[src/hdl/stt_pkg.sv]
package stt_pkg;

  localparam int STT_AW = 12;
  localparam int STT_DW = 32;
  localparam int STT_CW = 24;

  // register offsets within the private peripheral window
  localparam logic [11:0] STT_OFS_CTRL = 12'h010;
  localparam logic [11:0] STT_OFS_RELOAD = 12'h014;
  localparam logic [11:0] STT_OFS_CURRENT = 12'h018;
  localparam logic [11:0] STT_OFS_CALIB = 12'h01C;

  // control and status field positions
  localparam int STT_BIT_ENABLE = 0;
  localparam int STT_BIT_IRQ_EN = 1;
  localparam int STT_BIT_CLK_SEL = 2;
  localparam int STT_BIT_ZERO_FLAG = 16;

  // values after reset
  localparam logic [23:0] STT_RST_RELOAD = 24'h000000;
  localparam logic [23:0] STT_RST_CURRENT = 24'h000000;
  localparam logic [23:0] STT_RST_CALIB = 24'h000004;
  localparam logic [2:0] STT_RST_CTRL = 3'h0;

  // halved tick: one enable pulse every this many system cycles
  localparam int STT_HALF_DIV = 2;

  typedef struct packed {
    logic enable;
    logic irq_enable;
    logic clock_select;
  } stt_ctrl_t;

  typedef struct packed {
    logic req;
    logic wr;
    logic [11:0] addr;
    logic [31:0] wdata;
  } stt_bus_req_t;

  typedef struct packed {
    logic ack;
    logic err;
    logic [31:0] rdata;
  } stt_bus_rsp_t;

endpackage : stt_pkg

[src/hdl/stt_timer.sv]
// Function
// - A 24-bit down counter reloads from the 24-bit reload field each time it reaches zero.
// - The counter decrements only while control bit 0 is one and holds while it is zero.
// - With control bit 1 set, reaching zero raises the tick interrupt; with it clear, never.
// - Control bit 2 at one counts on the system clock, at zero on the system clock halved.
// - Control bit 16 reads one if zero was reached since the last read, and a read clears it.
// - Any write to the current value register clears the counter, and clears the zero-reached flag unless zero is reached in that cycle.
// - Reading the current value register returns the live counter in its low 24 bits.
// - The calibration field mirrors an external configuration value whose reset value is 4.
// - Reset clears enable, interrupt enable, clock select, the flag, reload and counter.
// - The tick interrupt leaves on its own dedicated output, not a shared line.
`timescale 1ns/1ns
`default_nettype none

module stt_timer
  import stt_pkg::*;
#(
  parameter int CNT_W = STT_CW
) (
  // clock and reset
  input wire logic i_clk,
  input wire logic i_reset,
  // register port
  input wire stt_bus_req_t i_bus,
  output var stt_bus_rsp_t o_bus,
  // calibration source from system configuration
  input wire logic [23:0] i_calibration_source_value,
  // dedicated tick exception request
  output logic o_tick_irq
);

  if (CNT_W != STT_CW) begin : g_width_check
    $error("stt_timer supports only a 24-bit counter");
  end

  stt_ctrl_t ctrl_q;
  logic [23:0] reload_q;
  logic [23:0] count_q;
  logic [23:0] count_d;
  logic zero_flag_q;
  logic half_en_q;
  logic tick_en;
  logic hit_zero;
  logic wr_ctrl;
  logic wr_reload;
  logic wr_current;
  logic rd_ctrl;
  logic mapped;
  logic [31:0] rdata_d;
  logic [23:0] calib_q;
  logic [1:0] tick_gap_q;

  // address decode
  always_comb begin
    wr_ctrl = 1'b0;
    wr_reload = 1'b0;
    wr_current = 1'b0;
    rd_ctrl = 1'b0;
    mapped = 1'b1;
    rdata_d = 32'h00000000;
    if (i_bus.addr == STT_OFS_CTRL) begin
      wr_ctrl = i_bus.req & i_bus.wr;
      rd_ctrl = i_bus.req & ~i_bus.wr;
      rdata_d[STT_BIT_ENABLE] = ctrl_q.enable;
      rdata_d[STT_BIT_IRQ_EN] = ctrl_q.irq_enable;
      rdata_d[STT_BIT_CLK_SEL] = ctrl_q.clock_select;
      rdata_d[STT_BIT_ZERO_FLAG] = zero_flag_q;
    end else if (i_bus.addr == STT_OFS_RELOAD) begin
      wr_reload = i_bus.req & i_bus.wr;
      rdata_d[23:0] = reload_q;
    end else if (i_bus.addr == STT_OFS_CURRENT) begin
      wr_current = i_bus.req & i_bus.wr;
      rdata_d[23:0] = count_q;
    end else if (i_bus.addr == STT_OFS_CALIB) begin
      rdata_d[23:0] = calib_q;
    end else begin
      mapped = 1'b0;
    end
  end

  // bus answer one cycle after the request; reserved bits read zero
  always_ff @(posedge i_clk) begin
    if (i_reset) begin
      o_bus <= '0;
    end else begin
      o_bus.ack <= i_bus.req;
      o_bus.err <= i_bus.req & ~mapped;
      o_bus.rdata <= (i_bus.req & ~i_bus.wr) ? rdata_d : 32'h00000000;
    end
  end

  // calibration is not stored by software; register the external value
  always_ff @(posedge i_clk) begin
    if (i_reset) begin
      calib_q <= STT_RST_CALIB;
    end else begin
      calib_q <= i_calibration_source_value;
    end
  end

  always_ff @(posedge i_clk) begin
    if (i_reset) begin
      ctrl_q <= stt_ctrl_t'(STT_RST_CTRL);
    end else if (wr_ctrl) begin
      ctrl_q.enable <= i_bus.wdata[STT_BIT_ENABLE];
      ctrl_q.irq_enable <= i_bus.wdata[STT_BIT_IRQ_EN];
      ctrl_q.clock_select <= i_bus.wdata[STT_BIT_CLK_SEL];
    end
  end

  always_ff @(posedge i_clk) begin
    if (i_reset) begin
      reload_q <= STT_RST_RELOAD;
    end else if (wr_reload) begin
      reload_q <= i_bus.wdata[23:0];
    end
  end

  // divide-by-two strobe; free running so no derived clock is needed
  always_ff @(posedge i_clk) begin
    if (i_reset) begin
      half_en_q <= 1'b0;
    end else begin
      half_en_q <= ~half_en_q;
    end
  end

  // checker helper: cycles since the last tick while counting is on
  // saturates so a stuck strobe cannot wrap back into the legal range
  always_ff @(posedge i_clk) begin
    if (i_reset) begin
      tick_gap_q <= 2'h0;
    end else if (tick_en || !ctrl_q.enable) begin
      tick_gap_q <= 2'h0;
    end else if (tick_gap_q != 2'h3) begin
      tick_gap_q <= tick_gap_q + 2'h1;
    end
  end

  assign tick_en = ctrl_q.enable & (ctrl_q.clock_select | half_en_q);
  // reaching zero: a decrement from one; a counter held at zero just reloads
  assign hit_zero = tick_en & (count_q == 24'h000001);

  always_comb begin
    count_d = count_q;
    if (tick_en) begin
      if (count_q == 24'h000000) begin
        count_d = reload_q;
      end else begin
        count_d = count_q - 24'h000001;
      end
    end
  end

  always_ff @(posedge i_clk) begin
    if (i_reset) begin
      count_q <= STT_RST_CURRENT;
    end else if (wr_current) begin
      count_q <= 24'h000000;
    end else begin
      count_q <= count_d;
    end
  end

  // a zero event in the cycle of a clear still sets the flag
  always_ff @(posedge i_clk) begin
    if (i_reset) begin
      zero_flag_q <= 1'b0;
    end else if (hit_zero) begin
      zero_flag_q <= 1'b1;
    end else if (rd_ctrl | wr_current) begin
      zero_flag_q <= 1'b0;
    end
  end

  // one-cycle request on its own exception line
  always_ff @(posedge i_clk) begin
    if (i_reset) begin
      o_tick_irq <= 1'b0;
    end else begin
      o_tick_irq <= hit_zero & ctrl_q.irq_enable;
    end
  end

  // checks
  reload_at_zero_a: assert property (@(posedge i_clk) disable iff (i_reset)
    (tick_en && count_q == 24'h000000 && !wr_current) |=> count_q == $past(reload_q))
    else $error("counter did not reload at zero");

  hold_when_off_a: assert property (@(posedge i_clk) disable iff (i_reset)
    (!ctrl_q.enable && !wr_current) |=> count_q == $past(count_q))
    else $error("counter moved while disabled");

  irq_gated_a: assert property (@(posedge i_clk) disable iff (i_reset)
    o_tick_irq |-> $past(ctrl_q.irq_enable) && $past(count_q) == 24'h000001)
    else $error("interrupt without enabled zero event");

  irq_raised_a: assert property (@(posedge i_clk) disable iff (i_reset)
    (hit_zero && ctrl_q.irq_enable) |=> o_tick_irq)
    else $error("enabled zero event lost its interrupt");

  half_rate_a: assert property (@(posedge i_clk) disable iff (i_reset)
    (ctrl_q.enable && !ctrl_q.clock_select && tick_en && !wr_ctrl) |=> !tick_en)
    else $error("halved rate ticked twice in a row");

  full_rate_a: assert property (@(posedge i_clk) disable iff (i_reset)
    (ctrl_q.enable && ctrl_q.clock_select) |-> tick_en)
    else $error("full rate missed a tick");

  flag_set_a: assert property (@(posedge i_clk) disable iff (i_reset)
    hit_zero |=> zero_flag_q)
    else $error("zero flag not set");

  flag_read_clr_a: assert property (@(posedge i_clk) disable iff (i_reset)
    (rd_ctrl && !hit_zero) |=> !zero_flag_q)
    else $error("zero flag survived a read");

  current_clear_a: assert property (@(posedge i_clk) disable iff (i_reset)
    (wr_current && !hit_zero) |=> count_q == 24'h000000 && !zero_flag_q)
    else $error("current write did not clear");

  live_read_a: assert property (@(posedge i_clk) disable iff (i_reset)
    (i_bus.req && !i_bus.wr && i_bus.addr == STT_OFS_CURRENT)
      |=> o_bus.rdata == {8'h00, $past(count_q)})
    else $error("current read not live");

  calib_mirror_a: assert property (@(posedge i_clk) disable iff (i_reset)
    1'b1 |=> calib_q == $past(i_calibration_source_value))
    else $error("calibration not mirrored");

  reset_values_a: assert property (@(posedge i_clk)
    $past(i_reset) |-> count_q == 24'h000000 && reload_q == 24'h000000
      && !zero_flag_q && calib_q == STT_RST_CALIB
      && ctrl_q == stt_ctrl_t'(STT_RST_CTRL))
    else $error("bad state after reset");

  // counter path
  decrement_a: assert property (@(posedge i_clk) disable iff (i_reset)
    (tick_en && count_q != 24'h000000 && !wr_current)
      |=> count_q == $past(count_q) - 24'h000001)
    else $error("counter did not step down by one");

  reload_write_a: assert property (@(posedge i_clk) disable iff (i_reset)
    wr_reload
      |=> reload_q == $past(i_bus.wdata[23:0]))
    else $error("reload write lost");

  no_event_off_a: assert property (@(posedge i_clk) disable iff (i_reset)
    !ctrl_q.enable
      |-> !hit_zero)
    else $error("zero event while disabled");

  // the strobe toggles freely, so a missed tick means a broken divider
  half_gap_a: assert property (@(posedge i_clk) disable iff (i_reset)
    (ctrl_q.enable && !ctrl_q.clock_select && !tick_en && !wr_ctrl)
      |=> tick_en)
    else $error("halved rate skipped a tick");

  tick_gap_a: assert property (@(posedge i_clk) disable iff (i_reset)
    ctrl_q.enable
      |-> tick_gap_q < 2'(STT_HALF_DIV))
    else $error("tick gap too long");

  // control register fields
  enable_write_a: assert property (@(posedge i_clk) disable iff (i_reset)
    wr_ctrl
      |=> ctrl_q.enable == $past(i_bus.wdata[STT_BIT_ENABLE]))
    else $error("enable bit write lost");

  irq_en_write_a: assert property (@(posedge i_clk) disable iff (i_reset)
    wr_ctrl
      |=> ctrl_q.irq_enable == $past(i_bus.wdata[STT_BIT_IRQ_EN]))
    else $error("interrupt enable write lost");

  clk_sel_write_a: assert property (@(posedge i_clk) disable iff (i_reset)
    wr_ctrl
      |=> ctrl_q.clock_select == $past(i_bus.wdata[STT_BIT_CLK_SEL]))
    else $error("clock select write lost");

  // interrupt line
  irq_off_a: assert property (@(posedge i_clk) disable iff (i_reset)
    !ctrl_q.irq_enable
      |=> !o_tick_irq)
    else $error("interrupt while disabled");

  irq_pulse_a: assert property (@(posedge i_clk) disable iff (i_reset)
    o_tick_irq
      |=> !o_tick_irq)
    else $error("interrupt wider than one cycle");

  // flag and read answers
  flag_hold_a: assert property (@(posedge i_clk) disable iff (i_reset)
    (zero_flag_q && !rd_ctrl && !wr_current)
      |=> zero_flag_q)
    else $error("zero flag dropped on its own");

  ctrl_readback_a: assert property (@(posedge i_clk) disable iff (i_reset)
    rd_ctrl
      |=> o_bus.rdata[STT_BIT_ZERO_FLAG] == $past(zero_flag_q))
    else $error("flag read back wrong");

  reserved_read_a: assert property (@(posedge i_clk) disable iff (i_reset)
    rd_ctrl
      |=> o_bus.rdata[15:3] == 13'h0000 && o_bus.rdata[31:17] == 15'h0000)
    else $error("reserved control bits not zero");

  calib_read_a: assert property (@(posedge i_clk) disable iff (i_reset)
    (i_bus.req && !i_bus.wr && i_bus.addr == STT_OFS_CALIB)
      |=> o_bus.rdata == {8'h00, $past(calib_q)})
    else $error("calibration read wrong");

  wrap_cov: cover property (@(posedge i_clk) disable iff (i_reset)
    hit_zero ##[1:4] (tick_en && count_q == 24'h000000));
  irq_cov: cover property (@(posedge i_clk) disable iff (i_reset) o_tick_irq);
  half_cov: cover property (@(posedge i_clk) disable iff (i_reset)
    hit_zero && !ctrl_q.clock_select);
  clash_cov: cover property (@(posedge i_clk) disable iff (i_reset) hit_zero && rd_ctrl);
  clear_cov: cover property (@(posedge i_clk) disable iff (i_reset)
    wr_current && zero_flag_q);

endmodule : stt_timer

`default_nettype wire

[config.mk]
export PLATFORM = sky130hd
export DESIGN_NAME = stt_timer
export DESIGN_NICKNAME = d
export VERILOG_FILES = /design/src/hdl/stt_pkg.sv /design/src/hdl/stt_timer.sv
export SDC_FILE = /design/constraint.sdc
export NUM_CORES = 1
export LEC_CHECK = 0
export ABC_AREA = 1
export BUFFER_PORTS_ARGS = -buffer_cell sky130_fd_sc_hd__buf_4
export CORE_MARGIN = 2
export CORE_UTILIZATION = 25
export DETAILED_ROUTE_END_ITERATION = 8
export GPL_TIMING_DRIVEN = 0
export SLEW_MARGIN = 25
export SYNTH_ARGS = -nofsm -noshare
export SYNTH_HDL_FRONTEND = slang
export SYNTH_SLANG_ARGS = --single-unit
[constraint.sdc]
create_clock -name i_clk -period 2 [get_ports i_clk]
set_input_delay 0.4 -clock i_clk [delete_from_list [all_inputs] [get_ports i_clk]]
set_output_delay 0.4 -clock i_clk [all_outputs]
set_load 0.02 [all_outputs]
==> Word level (Yosys, flattened, before mapping) <==
Index checks and enable logic that the tools add are counted.
{ "op_classes": {"n_shift": 0, "div": 0, "n_reduce_logical": 5, "magnitude_cmp": 0, "n_eq_ne": 5, "addsub": 1, "bitwise_logic": 12, "multipliers": 0, "n_mux": 19} }
{ "ops": {"columns": ["op", "count"], "rows": [
  ["$mux W24", 4],
  ["$eq A12 B5 Y1 const B", 4],
  ["$eq A24 B1 Y1 const B", 1],
  ["$logic_not A24 Y1", 1],
  ["$sub A24 B1 Y24 const B", 1],
  ["$mux W1", 14],
  ["$and A1 B1 Y1", 6],
  ["$not A1 Y1", 4],
  ["$reduce_or A2 Y1", 2],
  ["$mux W3", 1],
  ["$reduce_or A3 Y1", 1],
  ["$or A1 B1 Y1", 2],
  ["$reduce_bool A2 Y1", 1]
]} }
{ "word_totals": {"mem_count": 0, "input_bits": 72, "ramBits": 0, "latchBits": 0, "out_inout_bits": 35, "regBits": 112, "romBits": 0} }

==> Depth between registers and ports, before layout <==
{ "depth": {"ltp_word": 7, "depth_mapped": 12, "mapped_depth_nobuf": 12} }

==> Worst setup path after synthesis <==
Ideal clock, no wire load.
{ "synth_timing": {"path_kind": "input port to flip-flop", "from": "input i_bus[33] in the netlist's numbering", "to": "register o_bus[2] in the netlist's numbering", "slack_ns": 0.503, "n_path_buf": 1, "stages": 8, "setup_time_ns": 0.120, "required_ns": 1.880, "arrival_ns": 1.377, "path_cell_list": "or2_4 nor2_2 nand2_1 nor2_4 nor2_1 buf_2 o211ai_1 nand2_1"} }
{ "synth_via": {"elab_chain_cells": 5, "word_cells_on_any_way": 8, "cone_classes": "eq/ne: 4; mux: 4"} }
{ "synth_rtl": {"columns": ["element", "line_no", "text"], "rows": [
  ["from (decl)", "stt_timer.sv:24", "input wire stt_bus_req_t i_bus,"],
  ["$eq A12 B5 Y1", "stt_timer.sv:74", "end else if (i_bus.addr == STT_OFS_CALIB) begin"],
  ["$mux W24", "stt_timer.sv:74", null],
  ["$mux W24", "stt_timer.sv:71", "end else if (i_bus.addr == STT_OFS_CURRENT) begin"],
  ["$mux W24", "stt_timer.sv:68", "end else if (i_bus.addr == STT_OFS_RELOAD) begin"],
  ["$mux W3 (*)", "stt_timer.sv:61", "if (i_bus.addr == STT_OFS_CTRL) begin"],
  ["to (decl)", "stt_timer.sv:25", "output var stt_bus_rsp_t o_bus,"]
]} }
Mark *: on every way between the ends. The rest lies on a longest branch, timed or not.
A chain may end at the register's enable or synchronous reset.

==> Final worst setup path <==
{ "layout_timing": {"from": "register count_q[5]", "to": "register count_q[13]"} }
{ "layout_via": {"elab_chain_cells": 2, "word_cells_on_any_way": 3, "cone_classes": "add/sub: 1; mux: 1; reduce/logical: 1"} }
{ "layout_rtl": {"columns": ["element", "line_no", "text"], "rows": [
  ["from (decl)", "stt_timer.sv:38", "logic [23:0] count_q;"],
  ["from (signal assigned)", "stt_timer.sv:161", "count_q <= count_d;"],
  ["$sub A24 B1 Y24 / $logic_not A24 Y1 (equally long branches)", "stt_timer.sv:150, stt_timer.sv:147", null],
  ["$mux W24 (*)", "stt_timer.sv:147", "if (count_q == 24'h000000) begin"]
]} }
Marked as above.

==> impl_metrics.py <==
metrics = {
    "detailed_routing": {
        "routed_wl_um": 15600,
        "postRouteAntennaNets": 0,
        "dr.pass1.iters": 5,
        "vias": 4830,
        "drc": 0,
        "via_per_inst": 4.39,
        "routedWlPerCell_um": 14.2,
        "drt-initial-drc-count": 386,
    },
    "synth": {
        "synth-simple-area-share": 0.341,
        "synthTopCellsByArea": "dfxtp_1 40%, nand2_1 10%, nor2_1 7.9%, inv_1 6.0%, nand3_1 5.9%",
        "yosys_warnings": 0,
        "avgSynthCellArea_um2": 7.28,
        "synth_top_cell_area_share": 0.399,
        "yosys.area.top_type": "dfxtp_1",
        "synth_xor_area_frac": 0.00504,
        "synth_mux_area_frac": 0,
        "synth_top_family_by_area": "simple AND/OR/NAND/NOR gates",
        "synth_compound_area_frac": 0.132,
        "synth_seq_cells": 104,
        "synth_cells": 716,
        "synth_area_um2": 5210,
        "synth_adder_area_share": 0.00720,
        "synth_cell_types": 37,
        "ys_seq_area_frac": 0.399,
    },
    "sta": {
        "final.setup.tns_ns": 0,
        "finalHoldViolations": 0,
        "fin_crit_sh": 0.902,
        "worst_slew_pin_slew_ns": 0.664,
        "whs_ns": 0.229,
        "setup_viol": 0,
        "fin_crit_ns": 1.80,
        "fmax_mhz": 554,
        "slew_headroom": 0.558,
        "clock_skew_ns": 0.0142,
        "rsz0062_at_grt": "no",
        "slew_violations": 0,
    },
    "floorplan": {
        "core_um2": 20400,
        "die_h_um": 148,
        "rows": 52,
        "initial_core_util": 0.256,
        "fp.dieW_um": 148,
        "ios": 107,
        "die_area_um2": 22000,
    },
    "finish": {
        "drive_gt1_frac": 0.241,
        "layout_common_cells": "139 x nand2_1, 109 x nor2_1, 104 x dfxtp_1",
        "final_area_um2": 6550,
        "final_nets": 899,
        "final_common_cell": "nand2_1",
        "num-fill-cells": 2212,
        "diodes": 0,
        "area_growth_pct": 25.7,
    },
    "critical_path": {
        "crit_path_start": "count_q[5]$_SDFFE_PP0P_",
        "r2r_start": "count_q[5]$_SDFFE_PP0P_",
        "crit_arrival_ns": 2.05,
        "critPathBufInv": 1,
        "worstPathMaxFanout": 10,
        "critPathTopFamily": "simple AND/OR/NAND/NOR gates",
        "cp_slowest_stage_delay_ns": 0.35,
        "reg2reg_slack_ns": 0.20,
        "critPathKind": "flip-flop to flip-flop",
        "required_ns": 2.25,
        "critPathSlowestCell": "dfxtp_1",
        "crit_end": "count_q[13]$_SDFFE_PP0P_",
        "cp.depth": 9,
        "start_kind": "flip-flop",
        "crit_chain": "nor2_1 > nand2_1 > nor2_1 > buf_2 > nand2_1 > nand2_1 > nand3_1 > o211ai_1 > a21oi_1",
        "cp-end-kind": "flip-flop",
        "rr_worst_depth": 9,
        "rr_endpoint": "count_q[13]$_SDFFE_PP0P_",
        "cp_common_cell": "nand2_1",
    },
    "cts": {
        "cts_setup_buffers": 0,
        "clock_sinks": 104,
        "ctsLongestPathBuffers": 2,
        "ctsRootBufferMaster": "clkbuf_16",
        "clkSlewWorstSetupHoldPaths_ns": 0.08,
        "htreeDepth": 3,
        "numCtsBuffers": 9,
        "ctsHoldBuffers": 0,
        "tritoncts": "done",
        "clock_latency_ns": 0.36,
    },
    "global_routing": {
        "grtUsageTotal": 0.146,
        "antenna_found_initial": 0,
        "grt_pass1_vias": 4754,
        "grt_max_degree": 17,
        "gr-total-overflow": 0,
        "grt_pass1_wl_um": 25100,
    },
    "job": {
        "maxCapViolations": 0,
    },
    "pwr": {
        "peakVddDrop_mv": 0.397,
        "power.density_nw_per_um2": 635,
        "p_leak_nw": 3.08,
    },
    "outcome": {
        "status": "complete, no violations",
    },
    "placement": {
        "post_dp_cell_area_um2": 6250,
        "portBuffers": 90,
        "dp_hpwl_um": 12000,
        "gp_congestion": 0.917,
    },
    "worst_hold_path": {
        "hp-class": "input pin to flip-flop",
    },
}
## worst min-delay path by stage
stage / start / to / depth (start not counted)
6_report: i_calibration_source_value[2] / calib_q[2]$_SDFF_PP1_ / 2
3_5_place_dp: half_en_q$_SDFF_PP0_ / half_en_q$_SDFF_PP0_ / 1
5_1_grt: i_calibration_source_value[2] / calib_q[2]$_SDFF_PP1_ / 2
2_1_floorplan: half_en_q$_SDFF_PP0_ / half_en_q$_SDFF_PP0_ / 1
3_3_place_gp: half_en_q$_SDFF_PP0_ / half_en_q$_SDFF_PP0_ / 1
4_1_cts: i_calibration_source_value[2] / calib_q[2]$_SDFF_PP1_ / 2
## cell usage after synthesis, drive strengths merged
cell and number:
dfxtp 104, nand3b 4, o211ai 27, o21a 1, conb 1, clkinv 1
inv 86, a21oi 36, nor3 26, ha 3, nor4 1, nor2 126
buf 29, o21ai 42, nand4 7, nand2 144, or2 2, xor2 3
nand3 62, clkbuf 10, a31oi 1
## area by class of cell
type                    instances  area, µm²  share of cell area
multi-input cells             493       2560               0.391
flip-flops and latches        104       2080               0.318
repair buffers                 90        676               0.103
well taps                     270        338              0.0516
inverters                      87        328              0.0500
plain buffers                  39        269              0.0411
clock buffers                  12        246              0.0376
clock inverters                 4       51.3             0.00783
## state kept, by name (all words and copies together), names as in the netlist
signal and flops:
reload_q 24, o_tick_irq 1, calib_q 24, count_q 24
zero_flag_q 1, o_bus 26, ctrl_q 3, half_en_q 1
## timing repair
action | in CTS | in global routing
endpoints found under the setup margin | 0 | 1
gates resized for setup | 0 | 1
hold endpoints to repair | 0 | 0
## through the flow
step,util,power [mW],worst slack (ns),cells
after floorplan,-,2.26,0.503,723
after global placement,0.307,2.40,0.102,1083
after detailed placement,0.307,2.40,0.0890,1083
after CTS,0.322,4.21,0.211,1099
after global routing,0.322,4.30,0.00570,1099
final,0.322,4.16,0.196,1099
## worst register-to-register path: stages (launching register included)
cell and delay (ns):
dfxtp_1 0.35, nor2_1 0.25, nand2_1 0.14, nor2_1 0.27, buf_2 0.28, nand2_1 0.07
nand2_1 0.07, nand3_1 0.07, o211ai_1 0.09, a21oi_1 0.09
## layer usage
| metal | global-route usage | vias to the layer above | wire length, µm |
|---|---|---|---|
| li1 | - | 2495 | - |
| met2 | 0.235 | 136 | 7230 |
| met1 | 0.191 | 2168 | 7070 |
| met3 | 0.0215 | 31 | 774 |
| met4 | 0.0757 | 0 | 556 |
| met5 | 0 | - | 0 |
## logic make-up (layout without fill, tap and decap cells)
family                     after synthesis  after routing
AOI/OAI and AO/OA                      107            107
and+or+nand+nor                        372            372
adders and majority gates                3              3
DFF                                    104            104
other                                    1              8
xor gates and xnor gates                 3              3
buffers and inverters                  126            232
## where the power goes
part | switching [mW] | internal (mW)
sequential | 0.00973 | 2.10
combinational | 0.123 | 0.119
clock | 0.803 | 1.01
total | 0.936 | 3.23
(Power assumes the default switching activity.)
